$ cat src/rtl/sync_sel_pkg.sv
// Overview of operation
// - Two selections: system clock, sync output
// - Each input has quality and priority, duplicate priorities flagged
// - Choose from defect, quality, priority automatically
// - Best quality group, then highest priority
// - Upstream fail forces do-not-use quality
// - Distribute selected timing as clock plus frame start
// - Sink all-ones clocked by input clock
// - Path all-ones on matching path clock
// - Section all-ones on 20 ppm oscillator
// - Rate oscillators 15 to 100 ppm
// - Internal oscillator is a selectable candidate
package sync_sel_pkg;
	// ****************************************
	// Widths and codes
	// ****************************************
	localparam int          QL_W               = 4;        // Quality code width
	localparam int          PRIO_W             = 4;        // Priority width, lower value wins
	localparam logic [3:0]  QUALITY_DO_NOT_USE = 4'hf;     // Do-not-use quality code
	localparam logic [3:0]  OSC_QL_DEF         = 4'hb;     // Internal oscillator quality
	localparam logic [3:0]  OSC_PRIO_DEF       = 4'hf;     // Internal oscillator priority
	localparam int          NUM_REFS_DEF       = 4;        // External reference inputs
	localparam int          NUM_TU_DEF         = 4;        // Lower-order path lanes

	// ****************************************
	// Timing
	// ****************************************
	localparam int          CLK_KHZ            = 20000;    // Master clock rate
	localparam int          FRAME_TIME_US      = 125;      // Frame period
	localparam int          REF_RATE_KHZ       = 2048;     // Reference clock rate
	localparam int          FRAME_CLKS         = FRAME_TIME_US * REF_RATE_KHZ / 1000;
	localparam int          OSC_HALF_US_X1000  = 244;      // Internal osc half period, ns
	localparam int          OSC_HALF_CLKS      = (OSC_HALF_US_X1000 + 49) / 50;

	// ****************************************
	// Alarm oscillators, octet rates in kHz
	// ****************************************
	localparam int          NUM_PDH_OSC        = 5;
	localparam int          MS_AIS_TOL_PPM     = 20;
	localparam int          MS_AIS_OCTET_KHZ   = 19440;
	localparam int          PDH_TOL_PPM [5]    = '{15, 20, 30, 50, 100};
	localparam int          PDH_OCTET_KHZ [5]  = '{17408, 4296, 1056, 256, 8};

	// ****************************************
	// Candidate carrier
	// ****************************************
	typedef struct packed {
		logic              defect;   // Defect present
		logic [QL_W-1:0]   quality;  // Effective quality code
		logic [PRIO_W-1:0] prio;     // Configured priority
	} cand_t;
endpackage

$ cat src/rtl/ref_picker.sv
`timescale 1ns/100ps
// ****************************************
// Quality-then-priority picker
// ****************************************
module ref_picker #(
	parameter int NC    = 5,
	parameter int IDX_W = 3
) (
	// Clock and reset
	input  wire logic                        mclk_i,
	input  wire logic                        rst_i,
	// Candidates
	input  wire sync_sel_pkg::cand_t [NC-1:0] cand_i,
	input  wire logic [NC-1:0]               allow_i,
	// Choice
	output logic [IDX_W-1:0]                 sel_o,
	output logic                             valid_o
);
	import sync_sel_pkg::*;

	logic [IDX_W-1:0] nxt_sel;   // Combinational winner
	logic             nxt_valid; // Any eligible candidate
	logic [QL_W+PRIO_W-1:0] best_key;
	logic [IDX_W-1:0] sel_ff;
	logic             valid_ff;

	if (NC < 1 || NC > (1 << IDX_W)) begin : g_chk
		$error("ref_picker: index width too small");
	end

	// Scan: smallest quality code first, then smallest priority
	always_comb begin
		nxt_sel   = '0;
		nxt_valid = 1'b0;
		best_key  = '1;
		for (int i = 0; i < NC; i++) begin
			if (allow_i[i] && !cand_i[i].defect && cand_i[i].quality != QUALITY_DO_NOT_USE) begin
				if (!nxt_valid || {cand_i[i].quality, cand_i[i].prio} < best_key) begin
					best_key  = {cand_i[i].quality, cand_i[i].prio};
					nxt_sel   = IDX_W'(i);
					nxt_valid = 1'b1;
				end
			end
		end
	end

	// Registered choice, refreshed every cycle
	always_ff @(posedge mclk_i or posedge rst_i) begin
		if (rst_i) begin
			sel_ff   <= '0;
			valid_ff <= 1'b0;
		end else begin
			sel_ff   <= nxt_sel;
			valid_ff <= nxt_valid;
		end
	end

	assign sel_o   = sel_ff;
	assign valid_o = valid_ff;
endmodule

$ cat src/rtl/sync_reference_selector.sv
`timescale 1ns/100ps
// ****************************************
// Synchronization reference selector
// ****************************************
module sync_reference_selector #(
	parameter int          NUM_REFS = sync_sel_pkg::NUM_REFS_DEF,
	parameter int          NUM_TU   = sync_sel_pkg::NUM_TU_DEF,
	parameter logic [3:0]  OSC_QL   = sync_sel_pkg::OSC_QL_DEF,
	parameter logic [3:0]  OSC_PRIO = sync_sel_pkg::OSC_PRIO_DEF
) (
	// Clock and reset
	input  wire logic                            mclk_i,
	input  wire logic                            rst_i,
	// Reference inputs
	input  wire logic [NUM_REFS-1:0]             ref_clk_i,
	input  wire logic [NUM_REFS-1:0]             ref_defect_i,
	input  wire logic [NUM_REFS-1:0]             upstream_fail_flag_i,
	input  wire logic [NUM_REFS*4-1:0]           sync_quality_message_i,
	input  wire logic [NUM_REFS*4-1:0]           ref_prio_i,
	input  wire logic [NUM_REFS:0]               sys_allow_i,
	input  wire logic [NUM_REFS:0]               out_allow_i,
	// Selection status
	output logic [$clog2(NUM_REFS+1)-1:0]        sys_sel_o,
	output logic                                 sys_valid_o,
	output logic [$clog2(NUM_REFS+1)-1:0]        out_sel_o,
	output logic                                 out_valid_o,
	output logic                                 prio_clash_o,
	// Distributed timing
	output logic                                 dist_timing_clock_o,
	output logic                                 dist_frame_start_o,
	output logic                                 sync_out_clock_o,
	// Sink alarm insertion
	input  wire logic                            sink_input_clock_i,
	input  wire logic                            sink_data_i,
	input  wire logic                            sink_ais_en_i,
	output logic                                 sink_data_o,
	// Source path alarm insertion
	input  wire logic                            high_order_path_clock_i,
	input  wire logic                            au_data_i,
	input  wire logic                            au_ais_en_i,
	output logic                                 au_data_o,
	input  wire logic [NUM_TU-1:0]               low_order_path_clock_i,
	input  wire logic [NUM_TU-1:0]               tu_data_i,
	input  wire logic [NUM_TU-1:0]               tu_ais_en_i,
	output logic [NUM_TU-1:0]                    tu_data_o,
	// Alarm oscillator octet ticks
	output logic                                 ms_ais_tick_o,
	output logic [sync_sel_pkg::NUM_PDH_OSC-1:0] pdh_ais_tick_o
);
	import sync_sel_pkg::*;

	localparam int NC    = NUM_REFS + 1;       // Externals plus internal oscillator
	localparam int IDX_W = $clog2(NUM_REFS + 1);

	if (NUM_REFS < 1 || NUM_TU < 1) begin : g_chk
		$error("sync_reference_selector: need at least one reference and lane");
	end

	// ****************************************
	// Quality conditioning
	// ****************************************
	// Server fail overrides received quality
	function automatic logic [3:0] eff_quality(input logic fail, input logic [3:0] ql);
		eff_quality = fail ? QUALITY_DO_NOT_USE : ql;
	endfunction

	cand_t [NC-1:0]   cand;          // Candidate table
	logic  [NC-1:0]   osc_level;     // Candidate clock levels
	logic             osc_ff;        // Internal oscillator level
	logic [15:0]      osc_cnt_ff;    // Internal oscillator divider

	for (genvar i = 0; i < NUM_REFS; i++) begin : g_cand
		assign cand[i].defect  = ref_defect_i[i];
		assign cand[i].quality = eff_quality(upstream_fail_flag_i[i], sync_quality_message_i[i*4 +: 4]);
		assign cand[i].prio    = ref_prio_i[i*4 +: 4];
		assign osc_level[i]    = ref_clk_i[i];
	end
	// Internal oscillator sits at the last index
	assign cand[NUM_REFS].defect  = 1'b0;
	assign cand[NUM_REFS].quality = OSC_QL;
	assign cand[NUM_REFS].prio    = OSC_PRIO;
	assign osc_level[NUM_REFS]    = osc_ff;

	// ****************************************
	// Internal oscillator
	// ****************************************
	// Free-running divider from the master clock
	always_ff @(posedge mclk_i or posedge rst_i) begin
		if (rst_i) begin
			osc_cnt_ff <= '0;
			osc_ff     <= 1'b0;
		end else if (osc_cnt_ff == 16'(OSC_HALF_CLKS - 1)) begin
			osc_cnt_ff <= '0;
			osc_ff     <= ~osc_ff;
		end else begin
			osc_cnt_ff <= osc_cnt_ff + 16'h0001;
		end
	end

	// ****************************************
	// Duplicate priority watch
	// ****************************************
	logic nxt_clash;     // Two candidates share a priority
	logic clash_ff;

	// Ties are broken by lowest index, flagged here
	always_comb begin
		nxt_clash = 1'b0;
		for (int a = 0; a < NC; a++) begin
			for (int b = a + 1; b < NC; b++) begin
				if (cand[a].prio == cand[b].prio) begin
					nxt_clash = 1'b1;
				end
			end
		end
	end

	always_ff @(posedge mclk_i or posedge rst_i) begin
		if (rst_i) begin
			clash_ff <= 1'b0;
		end else begin
			clash_ff <= nxt_clash;
		end
	end
	assign prio_clash_o = clash_ff;

	// ****************************************
	// Two selections
	// ****************************************
	ref_picker #(.NC(NC), .IDX_W(IDX_W)) u_sys_pick (
		.mclk_i  (mclk_i),
		.rst_i   (rst_i),
		.cand_i  (cand),
		.allow_i (sys_allow_i),
		.sel_o   (sys_sel_o),
		.valid_o (sys_valid_o)
	);

	ref_picker #(.NC(NC), .IDX_W(IDX_W)) u_out_pick (
		.mclk_i  (mclk_i),
		.rst_i   (rst_i),
		.cand_i  (cand),
		.allow_i (out_allow_i),
		.sel_o   (out_sel_o),
		.valid_o (out_valid_o)
	);

	// ****************************************
	// Timing distribution
	// ****************************************
	logic        tck_ff;      // Distributed clock
	logic        tck_d_ff;    // Previous level for edge detect
	logic        fs_ff;       // Frame start pulse
	logic [15:0] fcnt_ff;     // Clock edges within frame
	logic        sout_ff;     // Sync output clock
	logic        tck_rise;

	// Re-time the chosen reference; with no valid choice the dist clock takes the internal oscillator, the sync output holds low
	always_ff @(posedge mclk_i or posedge rst_i) begin
		if (rst_i) begin
			tck_ff   <= 1'b0;
			tck_d_ff <= 1'b0;
			sout_ff  <= 1'b0;
		end else begin
			tck_ff   <= sys_valid_o ? osc_level[sys_sel_o] : osc_ff;
			tck_d_ff <= tck_ff;
			sout_ff  <= out_valid_o & osc_level[out_sel_o];
		end
	end
	assign tck_rise = tck_ff & ~tck_d_ff;

	// Frame start once per frame of distributed clock edges
	always_ff @(posedge mclk_i or posedge rst_i) begin
		if (rst_i) begin
			fcnt_ff <= '0;
			fs_ff   <= 1'b0;
		end else begin
			fs_ff <= 1'b0;
			if (tck_rise) begin
				if (fcnt_ff == 16'(FRAME_CLKS - 1)) begin
					fcnt_ff <= '0;
					fs_ff   <= 1'b1;
				end else begin
					fcnt_ff <= fcnt_ff + 16'h0001;
				end
			end
		end
	end

	assign dist_timing_clock_o = tck_ff;
	assign dist_frame_start_o  = fs_ff;
	assign sync_out_clock_o    = sout_ff;

	// ****************************************
	// All-ones insertion on path clocks
	// ****************************************
	logic              sk_d_ff;   // Sink clock previous level
	logic              sk_q_ff;   // Sink data out
	logic              ho_d_ff;   // High-order clock previous
	logic              au_q_ff;   // AU data out
	logic [NUM_TU-1:0] lo_d_ff;   // Low-order clocks previous
	logic [NUM_TU-1:0] tu_q_ff;   // TU data out

	// Sink side updates on input clock edges
	always_ff @(posedge mclk_i or posedge rst_i) begin
		if (rst_i) begin
			sk_d_ff <= 1'b0;
			sk_q_ff <= 1'b1;
		end else begin
			sk_d_ff <= sink_input_clock_i;
			if (sink_input_clock_i && !sk_d_ff) begin
				sk_q_ff <= sink_ais_en_i | sink_data_i;
			end
		end
	end
	assign sink_data_o = sk_q_ff;

	// AU side updates on high-order path clock edges
	always_ff @(posedge mclk_i or posedge rst_i) begin
		if (rst_i) begin
			ho_d_ff <= 1'b0;
			au_q_ff <= 1'b1;
		end else begin
			ho_d_ff <= high_order_path_clock_i;
			if (high_order_path_clock_i && !ho_d_ff) begin
				au_q_ff <= au_ais_en_i | au_data_i;
			end
		end
	end
	assign au_data_o = au_q_ff;

	// Each TU lane on its own lower-order clock
	for (genvar t = 0; t < NUM_TU; t++) begin : g_tu
		always_ff @(posedge mclk_i or posedge rst_i) begin
			if (rst_i) begin
				lo_d_ff[t] <= 1'b0;
				tu_q_ff[t] <= 1'b1;
			end else begin
				lo_d_ff[t] <= low_order_path_clock_i[t];
				if (low_order_path_clock_i[t] && !lo_d_ff[t]) begin
					tu_q_ff[t] <= tu_ais_en_i[t] | tu_data_i[t];
				end
			end
		end
	end
	assign tu_data_o = tu_q_ff;

	// ****************************************
	// Alarm oscillators
	// ****************************************
	// 32-bit accumulators; step error far below the ppm budgets
	localparam logic [31:0] MS_INC = 32'((64'(MS_AIS_OCTET_KHZ) << 32) / CLK_KHZ);
	logic [32:0] ms_acc_ff;
	logic        ms_tick_ff;

	if (MS_AIS_OCTET_KHZ >= CLK_KHZ || MS_AIS_TOL_PPM < 1) begin : g_ms_chk
		$error("sync_reference_selector: section alarm rate not servable");
	end

	always_ff @(posedge mclk_i or posedge rst_i) begin
		if (rst_i) begin
			ms_acc_ff  <= '0;
			ms_tick_ff <= 1'b0;
		end else begin
			ms_acc_ff  <= {1'b0, ms_acc_ff[31:0]} + {1'b0, MS_INC};
			ms_tick_ff <= ms_acc_ff[32];
		end
	end
	assign ms_ais_tick_o = ms_tick_ff;

	for (genvar p = 0; p < NUM_PDH_OSC; p++) begin : g_pdh
		localparam logic [31:0] P_INC = 32'((64'(PDH_OCTET_KHZ[p]) << 32) / CLK_KHZ);
		logic [32:0] acc_ff;
		logic        tick_ff;
		if (PDH_OCTET_KHZ[p] >= CLK_KHZ || PDH_TOL_PPM[p] < 1) begin : g_chk
			$error("sync_reference_selector: alarm rate not servable");
		end
		always_ff @(posedge mclk_i or posedge rst_i) begin
			if (rst_i) begin
				acc_ff  <= '0;
				tick_ff <= 1'b0;
			end else begin
				acc_ff  <= {1'b0, acc_ff[31:0]} + {1'b0, P_INC};
				tick_ff <= acc_ff[32];
			end
		end
		assign pdh_ais_tick_o[p] = tick_ff;
	end
endmodule

$ cat config.mk
export PLATFORM = sky130hd
export DESIGN_NAME = sync_reference_selector
export DESIGN_NICKNAME = d
export VERILOG_FILES = /design/src/rtl/sync_sel_pkg.sv /design/src/rtl/ref_picker.sv /design/src/rtl/sync_reference_selector.sv
export SDC_FILE = /design/constraint.sdc
export NUM_CORES = 1
export LEC_CHECK = 0
export CAP_MARGIN = 15
export CORE_MARGIN = 5
export CORE_UTILIZATION = 67
export CTS_CLUSTER_SIZE = 14
export DETAILED_ROUTE_END_ITERATION = 6
export DONT_BUFFER_PORTS = 1
export PLACE_DENSITY = 0.86
export SYNTH_ARGS = -nofsm -noshare
export SYNTH_HDL_FRONTEND = slang
export SYNTH_SLANG_ARGS = --single-unit
$ cat constraint.sdc
create_clock -name mclk_i -period 20.3 [get_ports mclk_i]
set_clock_uncertainty 0.2 [all_clocks]
set_input_delay 2.03 -clock mclk_i [delete_from_list [all_inputs] [get_ports mclk_i]]
set_output_delay 2.03 -clock mclk_i [all_outputs]
set_load 0.02 [all_outputs]
==> flow_metrics.env <==
export IMPL_cp_start_kind="input port"
export IMPL_criticalPathCategory="in2reg"
export IMPL_final_hold_viol_count=0
export IMPL_drtIter0Drc=535
export IMPL_via_per_inst=5.99
export IMPL_crit_top_cell="nor2_1"
export IMPL_async_flop_share_pct=100
export IMPL_synthTopCellsByArea="dfrtp_1, xnor2_1, xor2_1"
export IMPL_arrival_ns=8.43
export IMPL_syn_num_nets=1361
export IMPL_outcome="complete, no violations"
export IMPL_io_buffer_count=0
export IMPL_cts_tree="built"
export IMPL_max_slew_margin_rel_pct=23.0
export IMPL_place_congestion=0.930
export IMPL_p_per_area_nw_per_um2=79.4
export IMPL_stdcell_count=1525
export IMPL_synth_avg_cell_area_um2=10.5
export IMPL_track_usage_pct=23.8
export IMPL_rsz0062_at_grt="false"
export IMPL_rr_worst_depth=8
export IMPL_root_buffer="clkbuf_16"
export IMPL_grt_max_degree=122
export IMPL_yosysWarnings=0
export IMPL_timing_final_crit_share_pct=40.6
export IMPL_synthToLayoutAreaGrowth_pct=8.78
export IMPL_setup_viol=0
export IMPL_end_kind="flip-flop"
export IMPL_required_ns=20.49
export IMPL_clkSinkCount=260
export IMPL_die_area_um2=22200
export IMPL_critPathMaxStageDelay_ns=0.89
export IMPL_totalPowerFinal_mw=1.12
export IMPL_yosysSeqAreaShare_pct=50.3
export IMPL_tns_ns=0
export IMPL_synthTopCellsByCount="dfrtp_1, nor2_1, xnor2_1, nand2_1, xor2_1"
export IMPL_drive_above_1_share_pct=7.20
export IMPL_synth_flop_cell="dfrtp_1"
export IMPL_synth_distinct_cells=84
export IMPL_crit_path_max_fanout=15
export IMPL_rows=50
export IMPL_coreArea_um2=18900
export IMPL_report_final_slew_viol_count=0
export IMPL_htreeDepth=1
export IMPL_grt_pass1_wl_um=44500
export IMPL_die_height_um=149
export IMPL_drc=0
export IMPL_grt_pass1_vias=9413
export IMPL_dp_cells=1477
export IMPL_synth_area_um2=13000
export IMPL_ctsHoldBuffers=0
export IMPL_vias=9137
export IMPL_fin_crit_ns=8.24
export IMPL_clk_pin_slew_ns=0.06
export IMPL_worstHoldPathCells=0
export IMPL_ant_nets=0
export IMPL_yosys_area_top_type="dfrtp_1"
export IMPL_place_hpwl_um=17500
export IMPL_yosysTopAreaCellShare_pct=49.0
export IMPL_num_fill_cells=1221
export IMPL_synthCells=1240
export IMPL_ir_worst_vdd_uv=39.6
export IMPL_post_cts_buffers=0
export IMPL_utilization_pct=74.6
export IMPL_cts_repair_resized=0
export IMPL_antenna_found_initial=1
export IMPL_tightest_slew_ns=1.15
export IMPL_cts_buffer_depth=3
export IMPL_ys_ff_latch=260
export IMPL_insertion_delay_ns=0.52
export IMPL_wire_per_inst_um=16.9
export IMPL_ios=98
export IMPL_cpMaxStageDelayCell="o22ai_1"
export IMPL_p_leak_nw=6.32
export IMPL_hold_class="reg2reg"
export IMPL_maxCapViolations=0
export IMPL_fin_hold_ws_ns=0.148
export IMPL_synth_most_common_cell="dfrtp_1"
export IMPL_cts_buffers=26
export IMPL_synth_edf_count=0
export IMPL_start_util_pct=68.6
export IMPL_dieWidth_um=149
export IMPL_drt_total_wl_um=25800
export IMPL_firstDrtPassIters=5
export IMPL_grt_ovfl_total=0
export IMPL_max_clock_freq_mhz=121
export IMPL_nNetsFinal=1366
[layer usage]
metal / global-route usage [%] / wire length [µm] / vias up
met5: 0 / 9 / -
met4: 6.22 / 517 / 2
met3: 4.62 / 1570 / 49
met2: 40.1 / 12700 / 264
met1: 32.1 / 11000 / 4501
li1: - / - / 4321
[stage by stage]
stage          instance area, µm²  worst slack (ns)
2_1_floorplan               13000             10.92
3_3_place_gp                13200             11.77
3_5_place_dp                13200             11.64
4_1_cts                     14100             12.15
5_1_grt                     14100             11.52
6_report                    14100             12.06
[layout by cell type, fill, tap and decap left out, types with 10 or more instances in the layout]
master / n
mux2_2: 10
and4_1: 10
a21o_1: 10
nand3_1: 44
o21ai_1: 18
clkbuf_16: 27
xor2_1: 100
and2_1: 10
ha_1: 47
nor2_1: 117
nor3_1: 14
o21ai_0: 40
nand4_1: 22
dfrtp_1: 254
or3_1: 10
or2_2: 13
a21oi_1: 60
nand2_1: 104
and3_1: 21
xnor2_1: 110
nand2b_1: 21
inv_1: 37
nor4_1: 14
[registers in the layout, summed over array words and instances, names as in the netlist, 4 cells and up]
register,cells
osc_cnt_ff,16
fcnt_ff,16
tu_data_o,4
lo_d_ff,4
ms_acc_ff,33
g_pdh.tick_ff,5
g_pdh.acc_ff,163
[path summary, 6_finish.rpt]
check,startpoint,to,slack (ns)
worst max-delay path,ref_defect_i[0],u_out_pick.sel_o[0]$_DFF_PP0_,12.06
worst min-delay path,ms_acc_ff[32]$_DFF_PP0_,ms_ais_tick_o$_DFF_PP0_,0.15
worst max register to register,g_pdh[0].acc_ff[2]$_DFF_PP0_,g_pdh[0].acc_ff[28]$_DFF_PP0_,17.23
worst min register to register,ms_acc_ff[32]$_DFF_PP0_,ms_ais_tick_o$_DFF_PP0_,0.15
max in group asynchronous,rst_i,g_pdh[1].acc_ff[28]$_DFF_PP0_,17.20
min in group asynchronous,rst_i,g_pdh[2].acc_ff[28]$_DFF_PP0_,1.26
[area by class of cell]
type                    count  area, µm²  area share [%]
flip-flops and latches    260       6510            46.2
multi-input cells         915       6180            43.8
clock buffers              38        777            5.51
well taps                 260        325            2.31
inverters                  40        158            1.12
clock inverters             9        126           0.897
repair buffers              2       15.0           0.107
diodes                      1       2.50          0.0178
[report_power, final]
group | leakage (nW) | switching, mW | internal [mW]
combinational | 2.72 | 0.0445 | 0.0293
clock | 0.444 | 0.196 | 0.303
sequential | 3.16 | 0.0160 | 0.530
[critical path: cells and delay by family]
kind,cells,cell delay [ns]
compound gates,13,3.07
mux,1,0.46
simple gates,9,2.00
fa+ha+maj,3,0.85
[logic make-up (layout without fill, tap and decap cells)]
logic type                 after synthesis  after routing  share of synthesized area [%]
other                                    0              1                              0
and+or+nand+nor                        429            429                           16.3
xor gates and xnor gates               210            210                           14.2
buffers and inverters                   65             89                           2.06
DFF                                    260            260                           50.3
AOI/OAI and AO/OA                      212            212                           11.0
adders and majority gates               48             48                           4.62
muxes                                   16             16                           1.54
No activity file was read; power rests on OpenSTA's default activity.
